File: config.mk
export PLATFORM = sky130hd
export DESIGN_NAME = rmdr_regs
export DESIGN_NICKNAME = d
export VERILOG_FILES = /design/src/logic/rmdr_pkg.sv /design/src/logic/rmdr_regs.sv
export VERILOG_INCLUDE_DIRS = /design/src /design/src/logic
export SDC_FILE = /design/constraint.sdc
export NUM_CORES = 1
export LEC_CHECK = 0
export ABC_AREA = 1
export ABC_CLOCK_PERIOD_IN_PS = 900
export BUFFER_PORTS_ARGS = -buffer_cell sky130_fd_sc_hd__clkbuf_2
export CAP_MARGIN = 20
export CELL_PAD_IN_SITES_DETAIL_PLACEMENT = 2
export CELL_PAD_IN_SITES_GLOBAL_PLACEMENT = 2
export CORE_AREA = 2 2 94 96
export CTS_BUF_LIST = sky130_fd_sc_hd__clkbuf_8
export DETAILED_ROUTE_END_ITERATION = 10
export DIE_AREA = 0 0 96 98
export GPL_TIMING_DRIVEN = 0
export MAX_ROUTING_LAYER = met4
export PLACE_DENSITY_LB_ADDON = 0.1
export SLEW_MARGIN = 40
export SYNTH_ARGS = -nofsm -noshare
export SYNTH_HDL_FRONTEND = slang
export SYNTH_SLANG_ARGS = --single-unit
File: constraint.sdc
create_clock -name clk -period 0.9 [get_ports clk]
set_input_delay 0.045 -clock clk [delete_from_list [all_inputs] [get_ports clk]]
set_output_delay 0.045 -clock clk [all_outputs]
set_load 0.01 [all_outputs]
File: src/logic/rmdr_cfg.svh
`ifndef RMDR_CFG_SVH
`define RMDR_CFG_SVH

// ============================================================
// Register offsets on the internal host register port.
`define RMDR_ADDR_W 8
`define RMDR_DATA_W 8
`define RMDR_ADDR_REF4_DET 8'h13
`define RMDR_ADDR_SYNC0_DET 8'h14
`define RMDR_ADDR_OOR0 8'h16
`define RMDR_ADDR_OOR1 8'h17
`define RMDR_ADDR_OOR2 8'h18
`define RMDR_ADDR_MASK0 8'h1a
`define RMDR_ADDR_MASK1 8'h1b

// ============================================================
// Field layout and reset values.
`define RMDR_NUM_REFS 5
`define RMDR_CODE4_W 4
`define RMDR_SYNC_CODE_W 3
`define RMDR_SEL_W 3
`define RMDR_INHIBIT_W 2
`define RMDR_SEL_HI_LSB 4
`define RMDR_SYNC_FAIL_BIT 3
`define RMDR_SINGLE_CYCLE_BIT 0
`define RMDR_COARSE_FREQ_BIT 1
`define RMDR_OOR_RST 8'h33
`define RMDR_MASK_RST 8'hff
`define RMDR_SEL_RST 3'h3
`define RMDR_INHIBIT_RST 2'h3
`define RMDR_CODE4_PENDING 4'hf
`define RMDR_SYNC_PENDING 3'h6

`endif

File: src/logic/rmdr_pkg.sv
`default_nettype none
`include "rmdr_cfg.svh"

package rmdr_pkg;

  // Host register port request, one access per cycle.
  typedef struct packed {
    logic wr;
    logic rd;
    logic [`RMDR_ADDR_W-1:0] addr;
    logic [`RMDR_DATA_W-1:0] wdata;
  } rmdr_bus_req_type;

  // Results arriving from the reference and sync monitors.
  typedef struct packed {
    logic [`RMDR_CODE4_W-1:0] input4_freq_code;
    logic [`RMDR_SYNC_CODE_W-1:0] frame_sync0_freq_code;
    logic frame_sync0_failed;
    logic [`RMDR_NUM_REFS-1:0] single_cycle_monitor_fail;
    logic [`RMDR_NUM_REFS-1:0] coarse_frequency_monitor_fail;
  } rmdr_mon_type;

  typedef logic [`RMDR_NUM_REFS-1:0][`RMDR_SEL_W-1:0] rmdr_limits_type;
  typedef logic [`RMDR_NUM_REFS-1:0][`RMDR_INHIBIT_W-1:0] rmdr_inhibits_type;

endpackage

`default_nettype wire

File: src/logic/rmdr_regs.sv
`timescale 1ns/10ps
`default_nettype none
`include "rmdr_cfg.svh"

module rmdr_regs (
  // Clock and reset.
  input wire logic clk,
  input wire logic srst,
  // Host register port.
  input wire rmdr_pkg::rmdr_bus_req_type bus_req,
  output logic [`RMDR_DATA_W-1:0] rd_data,
  output logic rd_valid,
  // Monitor results.
  input wire rmdr_pkg::rmdr_mon_type mon,
  // Monitor controls and guard soak timer inputs.
  output var rmdr_pkg::rmdr_limits_type range_limit,
  output logic [`RMDR_NUM_REFS-1:0] soak_single_cycle_fail,
  output logic [`RMDR_NUM_REFS-1:0] soak_coarse_freq_fail
);
  import rmdr_pkg::*;

  // ============================================================
  // Helpers
  // Packs two selectors into one byte with reserved bits at zero.
  function automatic logic [`RMDR_DATA_W-1:0] pack_pair(
    input logic [`RMDR_SEL_W-1:0] lo, input logic [`RMDR_SEL_W-1:0] hi);
    logic [`RMDR_DATA_W-1:0] v;
    v = '0;
    v[`RMDR_SEL_W-1:0] = lo;
    v[`RMDR_SEL_HI_LSB +: `RMDR_SEL_W] = hi;
    return v;
  endfunction

  // ============================================================
  // State
  rmdr_inhibits_type soak_inhibit, next_soak_inhibit;
  rmdr_limits_type next_range_limit;
  logic [`RMDR_CODE4_W-1:0] input4_freq_code, next_input4_freq_code;
  logic [`RMDR_SYNC_CODE_W-1:0] frame_sync0_freq_code, next_frame_sync0_freq_code;
  logic frame_sync0_failed, next_frame_sync0_failed;
  logic [`RMDR_DATA_W-1:0] next_rd_data;
  logic next_rd_valid;
  logic [`RMDR_NUM_REFS-1:0] next_soak_single_cycle_fail, next_soak_coarse_freq_fail;

  // ============================================================
  // Status capture: monitor results are copied every cycle.
  always_comb begin
    next_input4_freq_code = mon.input4_freq_code;
    next_frame_sync0_freq_code = mon.frame_sync0_freq_code;
    next_frame_sync0_failed = mon.frame_sync0_failed;
  end

  // Reset loads the pending codes into the status registers; every later edge takes the monitor results.
  always_ff @(posedge clk) begin
    if (srst) begin
      input4_freq_code <= `RMDR_CODE4_PENDING;
      frame_sync0_freq_code <= `RMDR_SYNC_PENDING;
      frame_sync0_failed <= 1'b0;
    end else begin
      input4_freq_code <= next_input4_freq_code;
      frame_sync0_freq_code <= next_frame_sync0_freq_code;
      frame_sync0_failed <= next_frame_sync0_failed;
    end
  end

  // ============================================================
  // Control writes: selectors and soak inhibit masks.
  always_comb begin
    next_range_limit = range_limit;
    next_soak_inhibit = soak_inhibit;
    if (bus_req.wr) begin
      unique case (bus_req.addr)
        `RMDR_ADDR_OOR0: begin
          next_range_limit[0] = bus_req.wdata[`RMDR_SEL_W-1:0];
          next_range_limit[1] = bus_req.wdata[`RMDR_SEL_HI_LSB +: `RMDR_SEL_W];
        end
        `RMDR_ADDR_OOR1: begin
          next_range_limit[2] = bus_req.wdata[`RMDR_SEL_W-1:0];
          next_range_limit[3] = bus_req.wdata[`RMDR_SEL_HI_LSB +: `RMDR_SEL_W];
        end
        `RMDR_ADDR_OOR2: begin
          next_range_limit[4] = bus_req.wdata[`RMDR_SEL_W-1:0];
        end
        `RMDR_ADDR_MASK0: begin
          for (int i = 0; i < `RMDR_NUM_REFS - 1; i++) begin
            next_soak_inhibit[i] = bus_req.wdata[i*`RMDR_INHIBIT_W +: `RMDR_INHIBIT_W];
          end
        end
        `RMDR_ADDR_MASK1: begin
          next_soak_inhibit[4] = bus_req.wdata[`RMDR_INHIBIT_W-1:0];
        end
        default: begin
        end
      endcase
    end
  end

  // Selectors start at the 64-83 ppm limit and every inhibit bit starts set.
  always_ff @(posedge clk) begin
    if (srst) begin
      for (int i = 0; i < `RMDR_NUM_REFS; i++) begin
        range_limit[i] <= `RMDR_SEL_RST;
        soak_inhibit[i] <= `RMDR_INHIBIT_RST;
      end
    end else begin
      range_limit <= next_range_limit;
      soak_inhibit <= next_soak_inhibit;
    end
  end

  // ============================================================
  // Register reads: data is returned one cycle after the strobe.
  always_comb begin
    next_rd_valid = bus_req.rd;
    next_rd_data = '0;
    if (bus_req.rd) begin
      unique case (bus_req.addr)
        `RMDR_ADDR_REF4_DET: next_rd_data[`RMDR_CODE4_W-1:0] = input4_freq_code;
        `RMDR_ADDR_SYNC0_DET: begin
          next_rd_data[`RMDR_SYNC_CODE_W-1:0] = frame_sync0_freq_code;
          next_rd_data[`RMDR_SYNC_FAIL_BIT] = frame_sync0_failed;
        end
        `RMDR_ADDR_OOR0: next_rd_data = pack_pair(range_limit[0], range_limit[1]);
        `RMDR_ADDR_OOR1: next_rd_data = pack_pair(range_limit[2], range_limit[3]);
        `RMDR_ADDR_OOR2: next_rd_data[`RMDR_SEL_W-1:0] = range_limit[4];
        `RMDR_ADDR_MASK0: begin
          for (int i = 0; i < `RMDR_NUM_REFS - 1; i++) begin
            next_rd_data[i*`RMDR_INHIBIT_W +: `RMDR_INHIBIT_W] = soak_inhibit[i];
          end
        end
        `RMDR_ADDR_MASK1: next_rd_data[`RMDR_INHIBIT_W-1:0] = soak_inhibit[4];
        default: next_rd_data = '0;
      endcase
    end
  end

  // Read data is registered, so the port answers one cycle after the strobe.
  always_ff @(posedge clk) begin
    if (srst) begin
      rd_data <= '0;
      rd_valid <= 1'b0;
    end else begin
      rd_data <= next_rd_data;
      rd_valid <= next_rd_valid;
    end
  end

  // ============================================================
  // Guard soak timer gating: a set inhibit bit blocks that failure.
  always_comb begin
    for (int i = 0; i < `RMDR_NUM_REFS; i++) begin
      next_soak_single_cycle_fail[i] = mon.single_cycle_monitor_fail[i] &
                                       ~soak_inhibit[i][`RMDR_SINGLE_CYCLE_BIT];
      next_soak_coarse_freq_fail[i] = mon.coarse_frequency_monitor_fail[i] &
                                      ~soak_inhibit[i][`RMDR_COARSE_FREQ_BIT];
    end
  end

  // Gated failures are registered so the timer only ever sees flop outputs.
  always_ff @(posedge clk) begin
    if (srst) begin
      soak_single_cycle_fail <= '0;
      soak_coarse_freq_fail <= '0;
    end else begin
      soak_single_cycle_fail <= next_soak_single_cycle_fail;
      soak_coarse_freq_fail <= next_soak_coarse_freq_fail;
    end
  end
endmodule

`default_nettype wire

==> impl_metrics.toml, run 1 <==
[power_and_ir_drop]
vdd_drop_max_mv = 0.515
combinationalPowerShare_pct = 9.8
total_leakage_power_nw = 1.55
seqPwrFrac_pct = 55.5
clkPwrFrac_pct = 34.7
netSwitchingFraction_pct = 26.4
internal_power_w = 0.00308
power_switching_w = 0.00111
cellPowerDensity_mw_per_mm2 = 1340

[place]
dp_hpwl_mm = 5.31
dp_cells = 447
pre_cts_ws_ps = -357
gp_congestion = 0.745
port_buffers = 71

[critical_path]
rr_endpoint = "rd_data[5]"
path_cells = "buf_2"
slowest_delay_ps = 360
crit_arrival_ps = 810
slowest_stage = "dfxtp_2"
r2r_setup_slack_ps = 50
crit_type = "reg2out"
r2r-start = "range_limit[4]"
critPathBufInv = 1
ff2ff_path_depth = 5
startpoint_type = "flop"
cp_max_fo = 3
critPathTopFamily = "flip-flops"
cp-end-kind = "output pin"
required_ps = 850

[sta]
timing.final.crit_share_pct = 95.2
max_slew_margin_pct = 62.7
holdWs_ps = 27.2
hold_violations = 0
tightest_slew_ps = 560
skew_ps = 7.92
fin_crit_ps = 857
fmax_mhz = 1170
finalWorstSetupSlack_ps = 43.2
slew_viol_final = 0
finalSetupViolCount = 0

[min_path]
min_path_cells = 3
holdCritStartpoint = "bus_req[2]"
hold_class = "in2reg"
hold_end = "range_limit[8]"

[global_route]
grt_pass1_wl_mm = 11.4
antenna_found_initial = 0
grt.overflow.total = 0
grtUsageTotal_pct = 16.5
grt_max_degree = 19
grt_pass1_vias = 2210

[floorplanning]
rows = 34
core_mm2 = 0.00847
dieWidth_um = 96
die_y_um = 98
die-area_mm2 = 0.00941
ios = 72
initial_core_util_pct = 25.3

[routing]
drcViolationCount = 0
wirelength_mm = 7.12
drtPass1Iterations = 4
vias_per_cell = 4.45
wl_per_cell_um = 14.6
drt_iter0_markers = 26
antenna_left = 0
vias = 2168

[synthesis]
synth_seq_cells = 52
syn_inst = 268
synth_cell_type_count = 24
syn-num-nets = 306
ys.warnings.count = 0
synth-seq-area-share_pct = 48.7
synth_area_mm2 = 0.00214
avgSynthCellArea_um2 = 7.98

[final_layout]
area_growth_syn_to_layout_pct = 46.0
nets = 416
final-seq-area_mm2 = 0.00107
fin_cells = 487
antenna_cells = 0
final_common_cell = "nand2_1"
multi_input_area_um2 = 948
most-common-layout-cells = "nand2_1, clkbuf_2, nand3_1, dfxtp_1, dlygate4sd3_1"
drive_gt1_share_pct = 39.6
fillCellCount = 1008

[run]
maxCapViolations = 0

[cts]
clk_latency_ps = 320
cts_buffers = 5
tritoncts = "done"
cts.sinks = 52
cts.htree.levels = 2
root_buffer = "clkbuf_8"
path_clk_slew_ps = 110
cts_max_path_buffers = 2

[outcome]
status = "finished, final reports clean"
per-stage QoR:
stage / instance area, um^2 / utilization [%] / TNS (ps) / total power, W
after floorplan: 2160 / - / 0 / 0.00254
after global placement: 2650 / 31.3 / -8350 / 0.00270
after detailed placement: 2650 / 31.3 / -9190 / 0.00271
after CTS: 3000 / 35.4 / 0 / 0.00425
after global routing: 3120 / 36.9 / -2.03 / 0.00440
final: 3120 / 36.9 / 0 / 0.00419
worst max path at each step:
stage	start	endpoint	slack, ps	depth (start not counted)
2_1_floorplan	bus_req[14]	soak_inhibit[3]	0.4	7
3_3_place_gp	bus_req[15]	soak_inhibit[3]	-350	8
3_5_place_dp	bus_req[15]	soak_inhibit[2]	-360	9
4_1_cts	range_limit[10]	range_limit[10]	0.7	1
5_1_grt	range_limit[6]	range_limit[6]	-2	1
6_report	range_limit[6]	range_limit[6]	40	1
layer usage:
metal	wire length (um)	track usage [%]	up-vias
li1	-	-	1072
met3	294	3.47	4
met5	0	-	-
met4	36	2.97	0
met1	3140	20.5	1051
met2	3650	27.7	41
synth_stat cells (all sizes together):
| cell | n | area, um^2 |
|---|---|---|
| a21oi | 14 | 77.6 |
| inv | 27 | 101 |
| o211ai | 2 | 15.0 |
| nor2 | 28 | 165 |
| clkbuf | 3 | 11.3 |
| buf | 5 | 50.0 |
| nand2 | 75 | 312 |
| nand3 | 48 | 280 |
| nor3 | 1 | 5.00 |
| clkinv | 1 | 5.00 |
| o21ai | 6 | 37.5 |
| dfxtp | 52 | 1040 |
| or2 | 6 | 37.5 |
layout make-up:
type / count / share of cell area (%)
sequential: 52 / 34.2
clock inverter: 3 / 0.882
multi-input combinational: 180 / 30.4
tap: 108 / 4.33
inverter: 28 / 3.73
buffer: 8 / 1.96
clock buffer: 5 / 2.20
timing repair buffer: 103 / 22.3
what timing repair did:
action | 4_1_cts | 5_1_grt
setup buffers | 1 | 8
hold buffers | 23 | 0
gates cloned | 0 | 0
pin swaps | 2 | 3
endpoints found under the setup margin | 18 | 26
resized for setup | 11 | 23
hold endpoints to repair | 29 | 0
state kept, by name, summed over array words and instances, names as in the netlist:
name,cells
range_limit,15
soak_inhibit,10
rd_data,8
soak_coarse_freq_fail,5
soak_single_cycle_fail,5
input4_freq_code,4
frame_sync0_freq_code,3
frame_sync0_failed,1
rd_valid,1
power groups by stage:
| stage | Sequential, W | Clock, W | Combinational [W] |
|---|---|---|---|
| after floorplan | 0.00239 | 0 | 0.000150 |
| after CTS | 0.00233 | 0.00151 | 0.000404 |
| after detailed placement | 0.00239 | 0 | 0.000322 |
| final | 0.00232 | 0.00146 | 0.000410 |
| after global placement | 0.00239 | 0 | 0.000315 |
| after global routing | 0.00233 | 0.00162 | 0.000453 |
cells by family (layout without fill, tap and decap cells):
| family | after synthesis | count (layout) | share of synthesized area, % |
|---|---|---|---|
| AO/OA/AOI/OAI | 22 | 22 | 6.09 |
| buffers and inverters | 36 | 147 | 7.84 |
| flip-flops | 52 | 52 | 48.7 |
| AND/OR/NAND/NOR | 158 | 158 | 37.4 |
Power figures use the tool's default switching activity.
==> run 2, diff against run 1 <==
--- a/config.mk
+++ b/config.mk
@@ -12,13 +12,14 @@
 export CAP_MARGIN = 20
 export CELL_PAD_IN_SITES_DETAIL_PLACEMENT = 2
 export CELL_PAD_IN_SITES_GLOBAL_PLACEMENT = 2
-export CORE_AREA = 2 2 94 96
+export CORE_AREA = 2 2 78 117
 export CTS_BUF_LIST = sky130_fd_sc_hd__clkbuf_8
 export DETAILED_ROUTE_END_ITERATION = 10
-export DIE_AREA = 0 0 96 98
+export DIE_AREA = 0 0 80 119
 export GPL_TIMING_DRIVEN = 0
 export MAX_ROUTING_LAYER = met4
 export PLACE_DENSITY_LB_ADDON = 0.1
+export SETUP_SLACK_MARGIN = 0.2
 export SLEW_MARGIN = 40
 export SYNTH_ARGS = -nofsm -noshare
 export SYNTH_HDL_FRONTEND = slang
==> run 2 against run 1 <==
The flow now finishes with violations (negative hold slack). Critical path depth grew 10. First-iteration DRC count rose by 120%. Hold slack got worse by 120 ps. Wire length grew 21%. Critical path type is now in2reg. Largest cell class is now multi-input combinational cells.
==> impl_metrics.toml, run 2 (synthesis gave the netlist of run 1 again) <==
[critical_path]
worstSetupStartpoint = "bus_req[15]"
rr_endpoint = "rd_data[1]"
cp-end-kind = "flop"
cp-endpoint = "soak_inhibit[0]"
ff2ff_path_depth = 4
r2r_setup_slack_ps = 40
startpoint_type = "primary input"
slowest_stage = "clkbuf_16"
r2r-start = "range_limit[1]"
cp_max_fo = 5
path_cells = "clkbuf_16, inv_16, nand2_8, nor2_8, buf_12, nand2_8, nor2_8, buf_12, buf_12, a21oi_4, o21ai_2"
crit_type = "in2reg"
cpMostUsedCell = "buf_12"
required_ps = 1150
slowest_delay_ps = 140
crit_arrival_ps = 1130

[cts]
path_clk_slew_ps = 90
clk_latency_ps = 310
cts.htree.levels = 2
cts.sinks = 52
cts_hold_buf = 16
root_buffer = "clkbuf_8"
cts_buffers = 5
cts_max_path_buffers = 2
tritoncts = "done"

[sta]
skew_ps = 8.18
max_slew_margin_pct = 60.7
hold_violations = 8
finalSetupTns_ps = 0
fin_crit_ps = 880
holdWs_ps = -89.0
timing.final.crit_share_pct = 97.8
tightest_slew_ps = 590
fmax_mhz = 1140
finalSetupViolCount = 0
slew_viol_final = 0
rsz0062_at_grt = "true"

[power_and_ir_drop]
total_leakage_power_nw = 1.86
fin_total_pwr_w = 0.00434
cellPowerDensity_mw_per_mm2 = 1070
netSwitchingFraction_pct = 25.3
vdd_drop_max_mv = 0.826
power_switching_w = 0.00110
internal_power_w = 0.00324
seqPwrFrac_pct = 53.2
combinationalPowerShare_pct = 12.9
clkPwrFrac_pct = 33.9

[place]
dp_hpwl_mm = 5.47
place_area_mm2 = 0.00281
gp_congestion = 0.699
port_buffers = 71

[final_layout]
largest_reg_flops = 15
antenna_cells = 0
largest_registers = "range_limit x15, soak_inhibit x10, rd_data x8"
drive_gt1_share_pct = 65.5
final_area_mm2 = 0.00405
nets = 435
top_register = "range_limit"
most-common-layout-cells = "nand2_1, buf_6, clkbuf_2, nand3_2, dfxtp_1"
final_common_cell = "nand2_1"
area_growth_syn_to_layout_pct = 89.5
fin_util_pct = 47.0

[routing]
drtPass1Iterations = 4
drcViolationCount = 0
wirelength_mm = 8.59
vias = 2282
antenna_left = 0
wl_per_cell_um = 16.9
vias_per_cell = 4.50
drt_iter0_markers = 56

[run]
maxCapViolations = 0

[floorplanning]
core_mm2 = 0.00862
die-area_mm2 = 0.00952
dieWidth_um = 80
rows = 42
die_y_um = 119
initial_core_util_pct = 24.8
ios = 72

[outcome]
status = "complete, but fails checks"
violations = "negative hold slack"

[global_route]
grt.overflow.total = 0
grt_pass1_vias = 2384
antenna_found_initial = 0
grt_pass1_wl_mm = 12.6
grtUsageTotal_pct = 18.1
grt_max_degree = 15

[min_path]
hold_class = "in2reg"
-- run 2: cell count changes in the layout (fill, tap and decap cells not counted), moves of 9 or more --
| cell | change |
|---|---|
| buf_4 | +9 |
| nand3_1 | -29 |
| nand2_1 | -22 |
| nand2_2 | +10 |
| dfxtp_2 | +9 |
| nand3_2 | +28 |
| clkbuf_2 | -31 |
| buf_6 | +28 |
| dfxtp_1 | -14 |
-- run 2: layout make-up --
class	instances	area (um^2)
multi-input combinational	180	1310
sequential	52	1100
fill	952	4570
buffer	8	88.8
timing repair buffer	122	1140
inverter	28	181
tap	110	138
clock buffer	7	96.3
-- run 2: routing by layer --
| layer | global-route usage [%] | vias to the layer above | part of all wire (%) |
|---|---|---|---|
| met5 | - | - | 0 |
| met4 | 5.40 | 0 | 1.2 |
| met3 | 2.95 | 5 | 2.9 |
| met2 | 31.5 | 45 | 56 |
| met1 | 21.0 | 1127 | 39 |
| li1 | - | 1105 | - |
-- run 2: how the worst min path moves through the flow --
| stage | from | endpoint | slack (ps) | cells after the start |
|---|---|---|---|---|
| finish | mon[12] | frame_sync0_freq_code[1] | -90 | 2 |
| CTS | mon[12] | frame_sync0_freq_code[1] | -100 | 2 |
| floorplan | mon[12] | frame_sync0_freq_code[1] | 150 | 1 |
| global route | mon[15] | input4_freq_code[1] | -100 | 2 |
| detailed placement | mon[15] | input4_freq_code[1] | 230 | 2 |
| global placement | mon[16] | input4_freq_code[2] | 230 | 2 |
-- run 2: through the flow --
stage                     instances  hold WS [ps]  setup WS, ps
after floorplan                 268           149          5.47
after global placement          449           232          -503
after detailed placement        449           233          -510
after CTS                       493         -98.4          7.78
after global routing            507          -101         -40.9
final                           507         -89.0          19.9
-- run 2: worst max-delay path: cells and delay by family --
family	cells	cell delay, ps
compound gates	2	110
buf+inv	5	580
simple gates	4	380
-- run 2: what timing repair did --
action / in CTS / in global routing
endpoints found under the hold margin: 24 / 8
buffers inserted: 20 / 13
pin swaps: 42 / 24
resized for setup: 95 / 112
gates cloned: 1 / 1
endpoints found under the setup margin: 71 / 67
-- run 2: power by group through the flow --
stage	clock, W	sequential (W)	combinational (W)
after floorplan	0	0.00239	0.000186
after global placement	0	0.00239	0.000372
after detailed placement	0	0.00239	0.000377
after CTS	0.00152	0.00232	0.000506
after global routing	0.00160	0.00231	0.000601
final	0.00147	0.00231	0.000559
